<file path="config.mk">
export PLATFORM = sky130hd
export DESIGN_NAME = csfb_core
export DESIGN_NICKNAME = d
export VERILOG_FILES = /design/src/hw/csfb_pkg.sv /design/src/hw/csfb_core.sv /design/src/hw/csfb_alu.sv
export SDC_FILE = /design/constraint.sdc
export NUM_CORES = 1
export LEC_CHECK = 0
export BUFFER_PORTS_ARGS = -buffer_cell sky130_fd_sc_hd__buf_2
export CAP_MARGIN = 10
export CORE_MARGIN = 3
export CORE_UTILIZATION = 40
export CTS_BUF_LIST = sky130_fd_sc_hd__clkbuf_8
export DETAILED_ROUTE_END_ITERATION = 10
export SLEW_MARGIN = 0
export SYNTH_ARGS = -nofsm -noshare
export SYNTH_HDL_FRONTEND = slang
export SYNTH_HIERARCHICAL = 1
export SYNTH_SLANG_ARGS = --single-unit
</file>
<file path="constraint.sdc">
create_clock -name clk_sys -period 3.9 [get_ports clk_sys]
set_clock_uncertainty 0.2 [all_clocks]
set_input_delay 0.195 -clock clk_sys [delete_from_list [all_inputs] [get_ports clk_sys]]
set_output_delay 0.195 -clock clk_sys [all_outputs]
set_load 0.02 [all_outputs]
</file>
<file path="src/hw/csfb_pkg.sv">
/*
 * Constants, field layouts and carrier types for the core flag and bank logic.
 * Assumes a single system clock and an 8-bit special-function register space.
 */
package csfb_pkg;

// ************************************
// Widths and register offsets
// ************************************
localparam int DATA_W = 8;
localparam int ADDR_W = 7;
localparam int PC_W = 11;
localparam int EVT_W = 4;
localparam logic [6:0] OFF_BANK = 7'h04;
localparam logic [6:0] OFF_ACC = 7'h05;
localparam logic [6:0] OFF_PCL = 7'h06;
localparam logic [6:0] OFF_TABLE_POINTER_LOW = 7'h07;
localparam logic [6:0] OFF_TABLE_RESULT_HIGH = 7'h08;
localparam logic [6:0] OFF_TABLE_POINTER_HIGH = 7'h09;
localparam logic [6:0] OFF_STATUS = 7'h0A;
localparam logic [6:0] OFF_EVT_STAT = 7'h70;
localparam logic [6:0] OFF_EVT_CLR = 7'h71;
localparam logic [6:0] OFF_EVT_EN = 7'h72;

// ************************************
// Field positions and reset values
// ************************************
localparam int BANK_SEL_BIT = 0;
localparam int ST_TIMEOUT_BIT = 5;
localparam int ST_HALT_BIT = 4;
localparam int EVT_TIMEOUT = 0;
localparam int EVT_HALT = 1;
localparam int EVT_TABLE = 2;
localparam int EVT_WRAP = 3;
localparam logic BANK_RESET = 1'b0;
localparam logic [7:0] BYTE_ZERO = 8'h00;
localparam logic [3:0] EVT_EN_RESET = 4'h0;
localparam logic [10:0] PC_RESET = 11'h000;
localparam logic [10:0] PC_STEP = 11'h001;

// ************************************
// Types
// ************************************
typedef enum logic [3:0] {
    OP_NONE = 4'h0, OP_MOVA = 4'h1, OP_ADD = 4'h2, OP_ADC = 4'h3,
    OP_SUB = 4'h4, OP_SBC = 4'h5, OP_AND = 4'h6, OP_OR = 4'h7,
    OP_XOR = 4'h8, OP_CPL = 4'h9, OP_INC = 4'hA, OP_DEC = 4'hB,
    OP_RLC = 4'hC, OP_RRC = 4'hD
} csfb_op_t;

typedef struct packed {
    logic signedWrap;
    logic nullResult;
    logic halfNibble;
    logic unsignedOut;
} csfb_flags_t;

typedef struct packed {
    csfb_op_t op;
    logic [7:0] operand;
    logic toMem;
    logic indirect;
    logic [6:0] memAddr;
} csfb_instr_t;

typedef enum logic [1:0] {
    TBL_IDLE = 2'b01,
    TBL_FETCH = 2'b10
} csfb_tbl_state_t;

endpackage : csfb_pkg

</file>
<file path="src/hw/csfb_core.sv">
/*
 * Core special-function logic: bank selector, working result register,
 * program counter low byte, table read, status flags and event interrupt.
 * Assumes control inputs come from logic on clk_sys and a synchronous ROM.
 */
// Design decisions made here: the register addresses and the address-and-strobe port.
`timescale 1ns/10ps
module csfb_core
    import csfb_pkg::*;
(
    input wire logic clk_sys,
    input wire logic rstn,
    input wire logic [6:0] regAddr,
    input wire logic [7:0] regWrData,
    input wire logic regWr,
    input wire logic regRd,
    output logic [7:0] regRdData,
    input wire csfb_instr_t instr,
    input wire logic instrValid,
    output logic instrReady,
    output logic memBank,
    output logic [7:0] memWrData,
    output logic [6:0] memWrAddr,
    output logic memWrValid,
    output logic [PC_W-1:0] pcOut,
    output logic dummyCycle,
    input wire logic tblReadReq,
    output logic [15:0] progAddr,
    input wire logic [15:0] progData,
    output logic [7:0] tblLowData,
    output logic tblLowValid,
    input wire logic callReq,
    output logic [PC_W-1:0] pushData,
    output logic pushValid,
    input wire logic haltExec,
    input wire logic wdtRefreshExec,
    input wire logic wdtTimeout,
    input wire logic softReset,
    input wire logic softResetWdtIdle,
    output logic irq
);

logic bank_r;
logic [7:0] acc_r;
logic [PC_W-1:0] pc_r;
logic dummy_r;
logic [7:0] table_pointer_low_r;
logic [7:0] table_pointer_high_r;
logic [7:0] table_result_high_r;
csfb_flags_t flags_r;
logic timeout_r;
logic halt_r;
logic [EVT_W-1:0] evtStat_r;
logic [EVT_W-1:0] evtEn_r;
logic [7:0] rdData_r;
csfb_tbl_state_t tblState_r;
logic [7:0] memWrData_r;
logic [6:0] memWrAddr_r;
logic memWrValid_r;
logic [7:0] tblLow_r;
logic tblLowValid_r;
logic [PC_W-1:0] push_r;
logic pushValid_r;
logic [7:0] aluResult;
csfb_flags_t aluFlags;
csfb_flags_t aluAffect;
logic instrTake;
logic busWr;
logic jumpInstr;
logic jumpBus;
logic [EVT_W-1:0] evtSet;
logic [7:0] statusView;

// ************************************
// Issue control
// ************************************
assign instrReady = ~dummy_r & (tblState_r == TBL_IDLE);
assign instrTake = instrValid & instrReady;
assign busWr = regWr;
assign jumpInstr = instrTake & instr.toMem & (instr.memAddr == OFF_PCL);
assign jumpBus = busWr & (regAddr == OFF_PCL);

csfb_alu u_alu (
    .op(instr.op),
    .accIn(acc_r),
    .operand(instr.operand),
    .carryIn(flags_r.unsignedOut),
    .result(aluResult),
    .flags(aluFlags),
    .affect(aluAffect)
);

// ************************************
// Bank selector
// ************************************
always_ff @(posedge clk_sys or negedge rstn) begin
    if (!rstn) begin
        bank_r <= BANK_RESET;
    end else if (softReset) begin
        if (!softResetWdtIdle) begin
            bank_r <= BANK_RESET;
        end
    end else if (busWr && regAddr == OFF_BANK) begin
        bank_r <= regWrData[BANK_SEL_BIT];
    end
end

assign memBank = instr.indirect ? bank_r : 1'b0;

// ************************************
// Working result register
// ************************************
always_ff @(posedge clk_sys or negedge rstn) begin
    if (!rstn) begin
        acc_r <= BYTE_ZERO;
    end else if (instrTake && !instr.toMem && instr.op != OP_NONE) begin
        acc_r <= aluResult;
    end else if (busWr && regAddr == OFF_ACC) begin
        acc_r <= regWrData;
    end
end

// Memory write-back only from the ALU, never memory to memory
always_ff @(posedge clk_sys or negedge rstn) begin
    if (!rstn) begin
        memWrData_r <= BYTE_ZERO;
        memWrAddr_r <= '0;
        memWrValid_r <= 1'b0;
    end else begin
        memWrValid_r <= instrTake & instr.toMem & ~jumpInstr;
        if (instrTake && instr.toMem) begin
            memWrData_r <= aluResult;
            memWrAddr_r <= instr.memAddr;
        end
    end
end

assign memWrData = memWrData_r;
assign memWrAddr = memWrAddr_r;
assign memWrValid = memWrValid_r;

// ************************************
// Program counter and dummy cycle
// ************************************
always_ff @(posedge clk_sys or negedge rstn) begin
    if (!rstn) begin
        pc_r <= PC_RESET;
    end else if (jumpInstr) begin
        pc_r <= {pc_r[PC_W-1:8], aluResult};
    end else if (jumpBus) begin
        pc_r <= {pc_r[PC_W-1:8], regWrData};
    end else if (instrTake) begin
        pc_r <= pc_r + PC_STEP;
    end
end

always_ff @(posedge clk_sys or negedge rstn) begin
    if (!rstn) begin
        dummy_r <= 1'b0;
    end else begin
        dummy_r <= jumpInstr | jumpBus;
    end
end

assign pcOut = pc_r;
assign dummyCycle = dummy_r;

// ************************************
// Call push: return address only
// ************************************
always_ff @(posedge clk_sys or negedge rstn) begin
    if (!rstn) begin
        push_r <= PC_RESET;
        pushValid_r <= 1'b0;
    end else begin
        pushValid_r <= callReq;
        if (callReq) begin
            push_r <= pc_r;
        end
    end
end

assign pushData = push_r;
assign pushValid = pushValid_r;

// ************************************
// Table read
// ************************************
always_ff @(posedge clk_sys or negedge rstn) begin
    if (!rstn) begin
        table_pointer_low_r <= BYTE_ZERO;
        table_pointer_high_r <= BYTE_ZERO;
    end else if (busWr && regAddr == OFF_TABLE_POINTER_LOW) begin
        table_pointer_low_r <= regWrData;
    end else if (busWr && regAddr == OFF_TABLE_POINTER_HIGH) begin
        table_pointer_high_r <= regWrData;
    end
end

always_ff @(posedge clk_sys or negedge rstn) begin
    if (!rstn) begin
        tblState_r <= TBL_IDLE;
        table_result_high_r <= BYTE_ZERO;
        tblLow_r <= BYTE_ZERO;
        tblLowValid_r <= 1'b0;
    end else begin
        tblLowValid_r <= 1'b0;
        unique case (tblState_r)
            TBL_IDLE: begin
                if (tblReadReq && !dummy_r) begin
                    tblState_r <= TBL_FETCH;
                end
            end
            TBL_FETCH: begin
                table_result_high_r <= progData[15:8];
                tblLow_r <= progData[7:0];
                tblLowValid_r <= 1'b1;
                tblState_r <= TBL_IDLE;
            end
            default: tblState_r <= TBL_IDLE;
        endcase
    end
end

assign progAddr = {table_pointer_high_r, table_pointer_low_r};
assign tblLowData = tblLow_r;
assign tblLowValid = tblLowValid_r;

// ************************************
// Arithmetic flags
// ************************************
always_ff @(posedge clk_sys or negedge rstn) begin
    if (!rstn) begin
        flags_r <= '0;
    end else if (busWr && regAddr == OFF_STATUS) begin
        flags_r <= regWrData[3:0];
    end else if (instrTake) begin
        if (aluAffect.unsignedOut) begin
            flags_r.unsignedOut <= aluFlags.unsignedOut;
        end
        if (aluAffect.halfNibble) begin
            flags_r.halfNibble <= aluFlags.halfNibble;
        end
        if (aluAffect.nullResult) begin
            flags_r.nullResult <= aluFlags.nullResult;
        end
        if (aluAffect.signedWrap) begin
            flags_r.signedWrap <= aluFlags.signedWrap;
        end
    end
end

// ************************************
// System flags
// ************************************
always_ff @(posedge clk_sys or negedge rstn) begin
    if (!rstn) begin
        halt_r <= 1'b0;
    end else if (haltExec) begin
        halt_r <= 1'b1;
    end else if (wdtRefreshExec) begin
        halt_r <= 1'b0;
    end
end

always_ff @(posedge clk_sys or negedge rstn) begin
    if (!rstn) begin
        timeout_r <= 1'b0;
    end else if (wdtTimeout) begin
        timeout_r <= 1'b1;
    end else if (wdtRefreshExec || haltExec) begin
        timeout_r <= 1'b0;
    end
end

assign statusView = {2'b00, timeout_r, halt_r, flags_r};

// ************************************
// Event interrupt
// ************************************
assign evtSet = {instrTake & aluAffect.signedWrap & aluFlags.signedWrap,
                 tblLowValid_r, haltExec, wdtTimeout};

always_ff @(posedge clk_sys or negedge rstn) begin
    if (!rstn) begin
        evtStat_r <= '0;
    end else begin
        if (busWr && regAddr == OFF_EVT_CLR) begin
            evtStat_r <= (evtStat_r & ~regWrData[EVT_W-1:0]) | evtSet;
        end else begin
            evtStat_r <= evtStat_r | evtSet;
        end
    end
end

always_ff @(posedge clk_sys or negedge rstn) begin
    if (!rstn) begin
        evtEn_r <= EVT_EN_RESET;
    end else if (busWr && regAddr == OFF_EVT_EN) begin
        evtEn_r <= regWrData[EVT_W-1:0];
    end
end

assign irq = |(evtStat_r & evtEn_r);

// ************************************
// Register read port
// ************************************
always_ff @(posedge clk_sys or negedge rstn) begin
    if (!rstn) begin
        rdData_r <= BYTE_ZERO;
    end else if (regRd) begin
        unique case (regAddr)
            OFF_BANK: rdData_r <= {7'h00, bank_r};
            OFF_ACC: rdData_r <= acc_r;
            OFF_PCL: rdData_r <= pc_r[7:0];
            OFF_TABLE_POINTER_LOW: rdData_r <= table_pointer_low_r;
            OFF_TABLE_POINTER_HIGH: rdData_r <= table_pointer_high_r;
            OFF_TABLE_RESULT_HIGH: rdData_r <= table_result_high_r;
            OFF_STATUS: rdData_r <= statusView;
            OFF_EVT_STAT: rdData_r <= {4'h0, evtStat_r};
            OFF_EVT_EN: rdData_r <= {4'h0, evtEn_r};
            default: rdData_r <= BYTE_ZERO;
        endcase
    end else begin
        rdData_r <= BYTE_ZERO;
    end
end

assign regRdData = rdData_r;

endmodule : csfb_core

</file>
<file path="src/hw/csfb_alu.sv">
/*
 * Combinational ALU: result, new flags and the mask of flags each op touches.
 * Assumes the caller registers the result and applies the mask.
 */
`timescale 1ns/10ps
module csfb_alu
    import csfb_pkg::*;
(
    input wire csfb_op_t op,
    input wire logic [7:0] accIn,
    input wire logic [7:0] operand,
    input wire logic carryIn,
    output logic [7:0] result,
    output csfb_flags_t flags,
    output csfb_flags_t affect
);

logic [7:0] addB;
logic addCin;
logic [4:0] lowSum;
logic [7:0] loSevenSum;
logic [8:0] fullSum;

// ************************************
// Shared adder
// ************************************
always_comb begin
    addB = operand;
    addCin = 1'b0;
    unique case (op)
        OP_ADC: addCin = carryIn;
        OP_SUB: begin
            addB = ~operand;
            addCin = 1'b1;
        end
        OP_SBC: begin
            addB = ~operand;
            addCin = carryIn;
        end
        OP_INC: begin
            addB = 8'h01;
        end
        OP_DEC: begin
            addB = 8'hFF;
        end
        default: addB = operand;
    endcase
    lowSum = 5'(accIn[3:0]) + 5'(addB[3:0]) + 5'(addCin);
    loSevenSum = 8'(accIn[6:0]) + 8'(addB[6:0]) + 8'(addCin);
    fullSum = 9'(accIn) + 9'(addB) + 9'(addCin);
end

// ************************************
// Result and flags
// ************************************
always_comb begin
    result = fullSum[7:0];
    affect = '0;
    unique case (op)
        OP_NONE: result = accIn;
        OP_MOVA: result = operand;
        OP_ADD, OP_ADC, OP_SUB, OP_SBC: affect = 4'hF;
        OP_AND: result = accIn & operand;
        OP_OR: result = accIn | operand;
        OP_XOR: result = accIn ^ operand;
        OP_CPL: result = ~operand;
        OP_RLC: result = {operand[6:0], carryIn};
        OP_RRC: result = {carryIn, operand[7:1]};
        default: result = fullSum[7:0];
    endcase
    if (op inside {OP_AND, OP_OR, OP_XOR, OP_CPL, OP_INC, OP_DEC}) begin
        affect.nullResult = 1'b1;
    end
    if (op inside {OP_RLC, OP_RRC}) begin
        affect.unsignedOut = 1'b1;
    end
    flags.unsignedOut = fullSum[8];
    if (op == OP_RLC) begin
        flags.unsignedOut = operand[7];
    end else if (op == OP_RRC) begin
        flags.unsignedOut = operand[0];
    end
    flags.halfNibble = lowSum[4];
    flags.nullResult = (result == BYTE_ZERO);
    flags.signedWrap = loSevenSum[7] ^ fullSum[8];
end

endmodule : csfb_alu

</file>
==> summary.txt, run 1 <==
Floorplan
  – Site Rows: 46
  – Initial core utilization: 0.418
  – Placeable core area: 16,200 sq um
  – Die X: 136 microns
  – Ports: 140
  – DIE AREA: 18,500 sq um
  – DIE HEIGHT: roughly 140 microns

Power and ir drop
  – Switching share of power: 0.414
  – Flop pwr share: 0.414
  – Clock power frac: 0.172
  – Combinational power share: 0.414
  – Lkg Pwr: 3.87 nW
  – VDD IR max: 0.421 mV
  – PwrDens: 500 nW/um^2
  – Post-layout power: 4.13 mW
  – Internal Power: around 2.4 mW
  – P_sw: around 1.7 mW

Layout
  – N_diodes: 0
  – Fraction of layout cells with a size suffix above 1: 0.312
  – # nets final: 938
  – Area delta synth->final: 22.1%
  – Post-route cell area: between 8000 and 9000 sq um

Yosys
  – Sequential fraction of the synthesis area: 0.392
  – Count leader, synth: dfrtp_1
  – Post-synthesis cell area: 6780 sq um
  – Dominant cells by area after synthesis: dfrtp_1, mux2_2, ha_1
  – Dominant cell type by area after synthesis: dfrtp_1
  – Cells after Synth: 681
  – Top cell type's share of synthesized area: 0.388
  – Syn avg cell area: 9.95 sq um
  – Top post-synthesis cells by count: dfrtp_1, nand2_1, mux2_2
  – Register bit total from synthesis: 106
  – Top FF cell, synth: dfrtp_1
  – Post-synthesis xor/xnor area fraction: 0.0271
  – EDFF count, synth: 0
  – Synth async-reset ratio: 1.00
  – Syn Nets: 771
  – Yosys Warn Count: 6
  – Compound-cell area share of the yosys netlist: 0.181
  – Post-synthesis mux area share: 0.144
  – Largest family of logic cells by synthesized area: compound AO/OA/AOI/OAI gates
  – Adder-cell share of the synthesized area: 0.0502
  – Post-synthesis cell type count: 80
  – Simple-Gate Fraction of Synth Area: 0.151

Route
  – DRT antenna net count: 0
  – Total wire length: 21.9 mm
  – Drt pass-1 iters: 5
  – Post-DR wirelength/cell: just over 20 microns
  – Residual DRC: 0
  – Via Count: around 6k
  – Number of DRC markers in iteration 0: 621
  – DR vias/cell: 5.77

GRT
  – First-pass GRT wire length: 34.2 mm
  – Largest net degree at the start of global routing: 82
  – Gr usage total: 0.237
  – Total grt overflow: 0
  – Vias in the first global route: 6,173
  – Antenna violations before repair: 0

Place
  – Placer Congestion: 0.938
  – DP HPWL: 16.0 mm
  – Total placed instance area: 7610 sq um
  – Number of port buffers: 139

Timing
  – Minimum clock period: 3190 ps
  – Final setup fails: 0
  – Final Max Slew Viols: 0
  – Setup TNS: 0 ps
  – Achievable Freq: 0.314 GHz
  – Fin. Hold Viols: 0
  – Period utilization: 0.817
  – RSZ-0062 raised after global routing: false
  – Slew HR: 0.317
  – Slew @ Worst Pin: approximately 1000 ps

Setup path
  – Crit path required time: approximately 4000 ps
  – Critical Path AT: ~3300 ps
  – Critical path capture point type: flop
  – Worst reg2reg path depth: 13
  – CP startpoint kind: input pin
  – CP Max Fanout: 13
  – WS Path Type: in2reg

CTS
  – CTS tree: yes
  – Clock Tree Buf Depth: 2
  – CTS Buf Count: 9
  – Sink Count: 106
  – # Post-CTS Setup Buffers: 0
  – Clock slew at reported path FFs: 100 ps
  – CTS root buffer: clkbuf_8
  – Worst skew pair latency: 390 ps
  – Htree depth: 3

Worst hold path
  – Hold Crit Class: in2reg
  – Hold Path Cell Cnt: 3

Run
  – Max Cap Violations: 0

Run status
  – Outcome: completed
worst max-delay path, stage by stage:
cell,delay [ps]
buf_2,240
nor2b_1,260
nand2_1,180
o21ai_0,130
nand2_1,80
o311a_1,130
ha_1,350
a21o_1,220
a31o_2,240
a21oi_1,280
xor2_1,120
a32oi_1,450
o22ai_1,170
nor3_1,220
cell type report:
cell class                 count  area, sq um
tap                          216          270
sequential                   106         2650
clock buffer                  10          138
timing repair buffer         201         1290
clock inverter                 6         63.8
inverter                      30          113
multi-input combinational    500         3740
fill                        1527         7960
logic make-up (layout without fill, tap and decap cells):
group,Yosys count,after routing
mux,88,88
xor+xnor,21,21
compound gates,178,178
flops,106,106
buf+inv,75,247
simple gates,187,187
fa+ha+maj,26,26
power by group through the flow:
stage               Clock, mW  Sequential [mW]  Combinational, mW
CTS                     0.727             1.71               1.71
finish                  0.710             1.71               1.71
global route            0.767             1.75               1.87
floorplan                   0             1.81              0.929
detailed placement          0             1.73               1.67
global placement            0             1.72               1.64
per-stage QoR:
step | setup WS, ps | instances | hold slack [ps] | util
floorplan | 575 | 681 | -301 | -
global placement | 446 | 1007 | 137 | 0.469
detailed placement | 387 | 1007 | 141 | 0.469
CTS | 750 | 1069 | 2.71 | 0.510
global route | 503 | 1069 | 32.0 | 0.510
finish | 712 | 1069 | 33.8 | 0.510
state kept, by name, indices dropped and copies added, names as in the netlist, 2 cells and up:
register	cells
tblLowData	8
acc_r	8
table_pointer_low_r	8
memWrAddr	7
table_result_high_r	8
pcOut	11
evtEn_r	4
memWrData	8
evtStat_r	4
pushData	11
tblState_r	2
table_pointer_high_r	8
regRdData	8
flags_r	4
per-layer routing:
metal | global-route usage | up-vias | wire length [microns]
met1 | 0.321 | 3056 | 9360
met4 | 0.0879 | 0 | 614
met2 | 0.382 | 259 | 10600
met5 | 0 | - | 0
met3 | 0.0400 | 48 | 1400
li1 | - | 2804 | -
timing repair:
action                                 CTS  global route
resized for setup                        0             0
endpoints found under the hold margin  140             0
hold buffers                            46             0
placed cells by master (no fill, tap or decap), types with 5 or more instances in the layout:
cell type / n
clkbuf_8: 10
nand2b_1: 11
a32oi_1: 8
mux2i_1: 23
nor2_1: 28
dfrtp_1: 105
nand3_1: 10
a21o_1: 10
nand4_1: 5
a21oi_1: 34
a32o_1: 5
buf_2: 138
a22o_1: 6
mux2_2: 64
nor2b_1: 10
buf_4: 16
inv_1: 29
o21a_1: 6
nand2_1: 70
xnor2_1: 10
a31oi_1: 8
a22oi_1: 9
and3_1: 5
dlygate4sd3_1: 46
nor3b_1: 5
xor2_1: 11
o22ai_1: 6
o311a_1: 6
ha_1: 24
nor3_1: 12
o21ai_0: 46
worst paths after layout:
path | startpoint | end | slack, ps
max | instr[20] | pcOut[7]$_DFFE_PN0P_ | 710
min | regAddr[0] | regRdData[6]$_DFF_PN0_ | 30
max reg2reg | flags_r[0]$_DFFE_PN0P_ | flags_r[2]$_DFFE_PN0P_ | 750
min reg2reg | tblLowValid$_DFF_PN0_ | evtStat_r[2]$_DFF_PN0_ | 280
max in group asynchronous | rstn | flags_r[0]$_DFFE_PN0P_ | 2230
min in group asynchronous | rstn | tblLowData[3]$_DFFE_PN0P_ | 300
No activity file was read; power rests on OpenSTA's default activity.
==> inputs of run 2 (changes only) <==
--- a/config.mk
+++ b/config.mk
@@ -5,6 +5,7 @@
 export SDC_FILE = /design/constraint.sdc
 export NUM_CORES = 1
 export LEC_CHECK = 0
+export ABC_AREA = 1
 export BUFFER_PORTS_ARGS = -buffer_cell sky130_fd_sc_hd__buf_2
 export CAP_MARGIN = 10
 export CORE_MARGIN = 3
==> constraint.sdc (replaced) <==
create_clock -name clk_sys -period 2.6 [get_ports clk_sys]
set_clock_uncertainty 0.2 [all_clocks]
set_input_delay 0.13 -clock clk_sys [delete_from_list [all_inputs] [get_ports clk_sys]]
set_output_delay 0.13 -clock clk_sys [all_outputs]
set_load 0.02 [all_outputs]
==> summary.txt, run 2 <==
Setup path
  – Crit-path max cell delay: 440 ps (about the same)
  – Critical Path AT: 2690 ps (-600 ps)
  – WS Path Type: reg2reg
  – CP startpoint kind: flop
  – Critical path capture point type: flop
  – Crit path required time: 2700 ps (-1300 ps)
  – Most used cell, CP: nand2_2
  – CP Cell Sequence: a32oi_2 > fa_2 > inv_2 > fa_2 > nand2_2 > nand3_2 > nand3_2 > nand2_2 > nand2_2 > nand2_2 > a21oi_2 > xnor2_1 > nand2_1 > o21ai_1 > o21a_1
  – CP Max Fanout: 2 (-11)
  – Slowest cell on crit path: dfrtp_1
  – R2r setup slk: 5 ps (-740 ps)

Floorplan
  – DIE AREA: 19,100 sq um (+3.1%)
  – Die X: 138 microns (+1.6%)
  – Site Rows: 47 (+2.2%)
  – Ports: 140 (unchanged)
  – Placeable core area: 16,900 sq um (+4.0%)
  – Initial core utilization: 0.415 (-0.00281)
  – DIE HEIGHT: 138 microns (+1.6%)

Timing
  – Final critical-path setup slack: 5.49 ps (-707 ps)
  – Achievable Freq: 0.385 GHz
  – Minimum clock period: roughly 2600 ps
  – Setup TNS: 0 ps (unchanged)
  – Period utilization: 0.998
  – Final Max Slew Viols: 0 (unchanged)
  – Slew HR: 0.527 (+0.210)
  – Fin. Hold Viols: 0 (unchanged)
  – Slew @ Worst Pin: 709 ps (-316 ps)
  – Hold slack: 16.9 ps (-16.9 ps)
  – RSZ-0062 raised after global routing: true
  – Final setup fails: 0 (unchanged)

Yosys
  – Simple-Gate Fraction of Synth Area: 0.358 (+0.207)
  – Count leader, synth: nand2_1
  – Compound-cell area share of the yosys netlist: 0.103 (-0.0778)
  – Yosys Warn Count: 6 (unchanged)
  – Top post-synthesis cells by count: nand2_1, inv_1, nand3_1
  – Top FF cell, synth: dfrtp_1
  – Synth async-reset ratio: 1.00 (unchanged)
  – Syn avg cell area: 7.17 sq um (-28%)
  – Post-synthesis mux area share: 0.00483 (-0.139)
  – Largest family of logic cells by synthesized area: simple AND/OR/NAND/NOR gates
  – Dominant cell type by area after synthesis: dfrtp_1
  – Dominant cells by area after synthesis: dfrtp_1, nand2_1, nand3_1
  – Post-synthesis cell area: 7000 sq um (+3.3%)
  – Adder-cell share of the synthesized area: 0.0486 (-0.00160)
  – Syn Nets: 1,066 (+38%)
  – Register bit total from synthesis: 106 (unchanged)
  – Sequential fraction of the synthesis area: 0.379 (-0.0125)
  – Post-synthesis xor/xnor area fraction: 0.00876 (-0.0184)
  – Post-synthesis cell type count: 45 (-44%)
  – EDFF count, synth: 0 (unchanged)
  – Top cell type's share of synthesized area: 0.375 (-0.0123)
  – Cells after Synth: 976 (+43%)

CTS
  – Clock Tree Buf Depth: 2 (unchanged)
  – Sink Count: 106 (unchanged)
  – Worst skew pair latency: 400 ps (about the same)
  – CTS tree: yes
  – Htree depth: 3 (unchanged)
  – CTS root buffer: clkbuf_8
  – CTS Buf Count: 9 (unchanged)
  – Clock slew at reported path FFs: 110 ps (about the same)

Power and ir drop
  – PwrDens: 635 nW/um^2 (+27%)
  – VDD IR max: 0.496 mV (+18%)
  – Lkg Pwr: 4.89 nW (+26%)

Layout
  – Fillers: 1,684 (+10%)
  – # nets final: 1,279 (+36%)
  – N_diodes: 0 (unchanged)
  – Area delta synth->final: 26.8%
  – Commonest non-fill, non-tap cell in the layout: nand2_1
  – Most frequent cells in the layout: nand2_1, buf_2, inv_1
  – Fraction of layout cells with a size suffix above 1: 0.249 (-0.0631)

GRT
  – Gr usage total: 0.228 (-0.00883)
  – First-pass GRT wire length: 35.8 mm (+4.7%)
  – Total grt overflow: 0 (unchanged)
  – Largest net degree at the start of global routing: 51 (-38%)
  – Vias in the first global route: 6,878 (+11%)
  – Antenna violations before repair: 0 (unchanged)

Route
  – DR vias/cell: 4.96 (-14%)
  – DRT antenna net count: 0 (unchanged)
  – Total wire length: 21.6 mm (-1.4%)
  – Drt pass-1 iters: 5 (unchanged)
  – Number of DRC markers in iteration 0: 453 (-27%)
  – Post-DR wirelength/cell: 15.3 microns (-25%)
  – Via Count: 7,015 (+14%)
  – Residual DRC: 0 (unchanged)

Run status
  – Outcome: completed

Worst hold path
  – Hold Crit Class: in2reg

Place
  – DP HPWL: 16.5 mm (+3.1%)
  – Number of port buffers: 139 (unchanged)
  – Placer Congestion: 0.968 (+3.1%)
  – DP Worst Slack: -238 ps (-625 ps)

Run
  – Max Cap Violations: 0 (unchanged)
[run 2: per-stage QoR]
stage          cells  power, mW  cell area (sq um)   util
2_1_floorplan    976       3.64               7060      -
3_3_place_gp    1353       4.53               8180  0.485
3_5_place_dp    1353       4.55               8180  0.485
4_1_cts         1413       5.61               8820  0.523
5_1_grt         1414       6.07               8870  0.526
6_report        1414       5.64               8870  0.526
[run 2: logic make-up (layout without fill, tap and decap cells)]
| logic type | after synthesis | in the layout |
|---|---|---|
| flip-flops | 106 | 106 |
| buffers and inverters | 160 | 378 |
| AND/OR/NAND/NOR | 558 | 558 |
| adder cells (fa/ha/maj) | 26 | 26 |
| multiplexers | 3 | 3 |
| AO/OA/AOI/OAI | 116 | 116 |
| XOR/XNOR | 7 | 7 |
[run 2: power by group]
part	switching, mW	total (mW)	internal [mW]
registers	0.356	2.35	1.99
clock network	0.641	1.01	0.369
logic	1.40	2.28	0.884
total	2.39	5.64	3.25
[run 2: worst paths after layout]
path | startpoint | endpoint | cells past startpoint
min | instrValid | flags_r[0]$_DFFE_PN0P_ | 5
max in group asynchronous | rstn | acc_r[3]$_DFFE_PN0P_ | 3
max | flags_r[0]$_DFFE_PN0P_ | flags_r[3]$_DFFE_PN0P_ | 15
min in group asynchronous | rstn | pcOut[5]$_DFFE_PN0P_ | 2
min reg2reg | tblLowValid$_DFF_PN0_ | evtStat_r[2]$_DFF_PN0_ | 2
max reg2reg | flags_r[0]$_DFFE_PN0P_ | flags_r[3]$_DFFE_PN0P_ | 15
[run 2: layout make-up]
cell class	instances	area [sq um]	share of cell area
inverter	133	503	0.0567
tap	220	275	0.0310
clock buffer	9	124	0.0140
sequential	106	2650	0.299
timing repair buffer	229	1500	0.169
clock inverter	7	62.6	0.00705
multi-input combinational	710	3760	0.423
[run 2: critical path, delay by kind of cell, from the launching register on]
| family | cells | cell delay, ps |
|---|---|---|
| xor gates and xnor gates | 1 | 100 |
| adders and majority gates | 2 | 590 |
| DFF | 1 | 440 |
| AOI/OAI and AO/OA | 4 | 630 |
| buffers and inverters | 1 | 50 |
| and+or+nand+nor | 7 | 500 |
[run 2: routing by layer]
layer  track usage  up-vias  share of wire
li1              -     3545              -
met1         0.309     3224           0.46
met2         0.378      221           0.45
met3        0.0466       25          0.064
met4        0.0520        0          0.017
met5             0        -              0
[run 2: repair_timing]
action                                 in CTS  in global routing
setup endpoints to repair                   1                 15
hold buffers                               44                  0
endpoints found under the hold margin     114                  0
buffers inserted                            0                  1
gates resized for setup                     2                 14
pin swaps                                   2                 12
==> inputs of run 3 (changes only) <==
--- a/config.mk
+++ b/config.mk
@@ -10,8 +10,9 @@
 export CAP_MARGIN = 10
 export CORE_MARGIN = 3
 export CORE_UTILIZATION = 40
-export CTS_BUF_LIST = sky130_fd_sc_hd__clkbuf_8
+export CTS_BUF_LIST = sky130_fd_sc_hd__clkbuf_8 sky130_fd_sc_hd__clkbuf_16
 export DETAILED_ROUTE_END_ITERATION = 10
+export MAX_ROUTING_LAYER = met4
 export SLEW_MARGIN = 0
 export SYNTH_ARGS = -nofsm -noshare
 export SYNTH_HDL_FRONTEND = slang
==> summary.txt, run 3 (synthesis results as in run 2) <==
Run status
  – Outcome: completed

Setup path
  – CP startpoint kind: flop
  – Crit path required time: 2650 ps (-50 ps)
  – Slowest cell on crit path: dfrtp_1
  – Crit-path max cell delay: 430 ps (about the same)
  – WS Path Type: reg2reg
  – Critical path capture point type: flop
  – Critical Path AT: 2610 ps (-80 ps)
  – Most used cell, CP: nand2_1
  – CP Cell Sequence: a32oi_2 > fa_2 > inv_2 > fa_2 > nand2_2 > nand3_2 > nand3_2 > nand2_1 > nand2_1 > nand2_1 > a21oi_2 > xnor2_1 > nand2_1 > o21ai_1 > o21a_1
  – CP Max Fanout: 2 (unchanged)

Layout
  – Register Area: 2650 sq um (unchanged)
  – Fillers: 1,619 (-3.9%)
  – Multi-input gate area: 3750 sq um (-0.23%)
  – Most frequent cells in the layout: nand2_1, buf_2, inv_1
  – N_diodes: 0 (unchanged)
  – Fraction of layout cells with a size suffix above 1: 0.250 (+0.00126)
  – # nets final: 1,281 (+0.16%)
  – Area delta synth->final: 29.1%
  – Commonest non-fill, non-tap cell in the layout: nand2_1

Run
  – Max Cap Violations: 0 (unchanged)

Floorplan
  – Placeable core area: 16,900 sq um (unchanged)
  – Initial core utilization: 0.415 (unchanged)
  – Die X: 138 microns (unchanged)
  – Site Rows: 47 (unchanged)
  – Ports: 140 (unchanged)
  – DIE AREA: 19,100 sq um (unchanged)
  – DIE HEIGHT: 138 microns (unchanged)

Timing
  – Final setup fails: 0 (unchanged)
  – Final critical-path setup slack: 42.2 ps (+36.7 ps)
  – Achievable Freq: 0.391 GHz (+1.4%)
  – Slew @ Worst Pin: 698 ps (-11.1 ps)
  – Setup TNS: 0 ps (unchanged)
  – Final Max Slew Viols: 0 (unchanged)
  – Period utilization: 0.984 (-0.0141)
  – Fin. Hold Viols: 0 (unchanged)
  – RSZ-0062 raised after global routing: true
  – Minimum clock period: 2560 ps (-36.7 ps)
  – Slew HR: 0.534 (+0.00743)

CTS
  – Clock Tree Buf Depth: 2 (unchanged)
  – Htree depth: 3 (unchanged)
  – Worst skew pair latency: 350 ps (-50 ps)
  – Sink Count: 106 (unchanged)
  – CTS root buffer: clkbuf_16
  – Clock slew at reported path FFs: 80 ps (-30 ps)
  – CTS Buf Count: 9 (unchanged)
  – CTS tree: yes

GRT
  – Antenna violations before repair: 0 (unchanged)
  – Vias in the first global route: 6,722 (-2.3%)
  – Gr usage total: 0.233 (+0.00454)
  – First-pass GRT wire length: 35.4 mm (-1.1%)
  – Largest net degree at the start of global routing: 42 (-18%)
  – Total grt overflow: 0 (unchanged)

Power and ir drop
  – PwrDens: 687 nW/um^2 (+8.2%)
  – VDD IR max: 0.462 mV (-7.0%)
  – Lkg Pwr: 4.97 nW (+1.6%)

Route
  – DRT antenna net count: 0 (unchanged)
  – Number of DRC markers in iteration 0: 452 (-0.22%)
  – DR vias/cell: 4.95 (-0.31%)
  – Via Count: 7,003 (-0.17%)
  – Post-DR wirelength/cell: 15.4 microns (+0.71%)
  – Residual DRC: 0 (unchanged)
  – Total wire length: 21.8 mm (+0.85%)
  – Drt pass-1 iters: 5 (unchanged)

Place
  – DP Worst Slack: -199 ps (+39.5 ps)
  – DP HPWL: 16.6 mm (+0.54%)
  – Number of port buffers: 139 (unchanged)
  – Placer Congestion: 0.944 (-2.4%)

Worst hold path
  – Hold Crit Class: in2reg
[run 3: what timing repair did]
item	4_1_cts	5_1_grt
hold buffers	44	0
setup buffers	0	3
endpoints found under the hold margin	130	0
endpoints found under the setup margin	0	15
resized for setup	0	16
[run 3: final cells by class]
| class | instances | share of cell area |
|---|---|---|
| multi-input cells | 710 | 0.415 |
| repair buffers | 231 | 0.168 |
| clock inverters | 6 | 0.0114 |
| clock buffers | 10 | 0.0264 |
| inverters | 133 | 0.0557 |
| flip-flops and latches | 106 | 0.294 |
| well taps | 220 | 0.0305 |
[run 3: worst max-delay path: cells and delay by family, from the launching register on]
| family | cells | cell delay (ps) |
|---|---|---|
| AO/OA/AOI/OAI | 4 | 600 |
| adder cells (fa/ha/maj) | 2 | 580 |
| XOR/XNOR | 1 | 90 |
| buffers and inverters | 1 | 40 |
| flip-flops | 1 | 430 |
| AND/OR/NAND/NOR | 7 | 520 |
[run 3: path summary, 6_finish.rpt]
kind                       slack, ps                        to  depth (start not counted)                     start
setup reg to reg                  40    flags_r[3]$_DFFE_PN0P_                         15    flags_r[0]$_DFFE_PN0P_
min in group asynchronous        100  memWrAddr[3]$_DFFE_PN0P_                          2                      rstn
max in group asynchronous       1440    evtStat_r[3]$_DFF_PN0_                          3                      rstn
hold / removal                    60    flags_r[0]$_DFFE_PN0P_                          5                instrValid
hold reg to reg                  270  memWrAddr[2]$_DFFE_PN0P_                          2  memWrAddr[2]$_DFFE_PN0P_
setup / recovery                  40    flags_r[3]$_DFFE_PN0P_                         15    flags_r[0]$_DFFE_PN0P_
[run 3: per-layer routing]
metal  routed length, microns  part of all wire  global-route usage
met1                    10100              0.46               0.309
met2                    10200              0.47               0.375
met3                     1260             0.058              0.0425
met4                      289             0.013              0.0494
met5                        0                 0                   -
[run 3: per-stage QoR]
| step | hold slack (ps) | cells | total power, mW | area, sq um | utilization |
|---|---|---|---|---|---|
| 4_1_cts | 48.5 | 1413 | 6.19 | 8970 | 0.531 |
| 5_1_grt | 93.1 | 1416 | 6.62 | 9040 | 0.535 |
| 2_1_floorplan | -366 | 976 | 3.64 | 7060 | - |
| 6_report | 61.1 | 1416 | 6.21 | 9040 | 0.535 |
| 3_5_place_dp | -43.8 | 1353 | 4.56 | 8180 | 0.485 |
| 3_3_place_gp | -45.6 | 1353 | 4.54 | 8180 | 0.485 |
[run 3: where the power goes]
group | switching [mW] | total [mW] | internal [mW]
sequential | 0.357 | 2.35 | 2.00
combinational | 1.39 | 2.29 | 0.893
clock | 0.678 | 1.57 | 0.896
total | 2.43 | 6.21 | 3.78
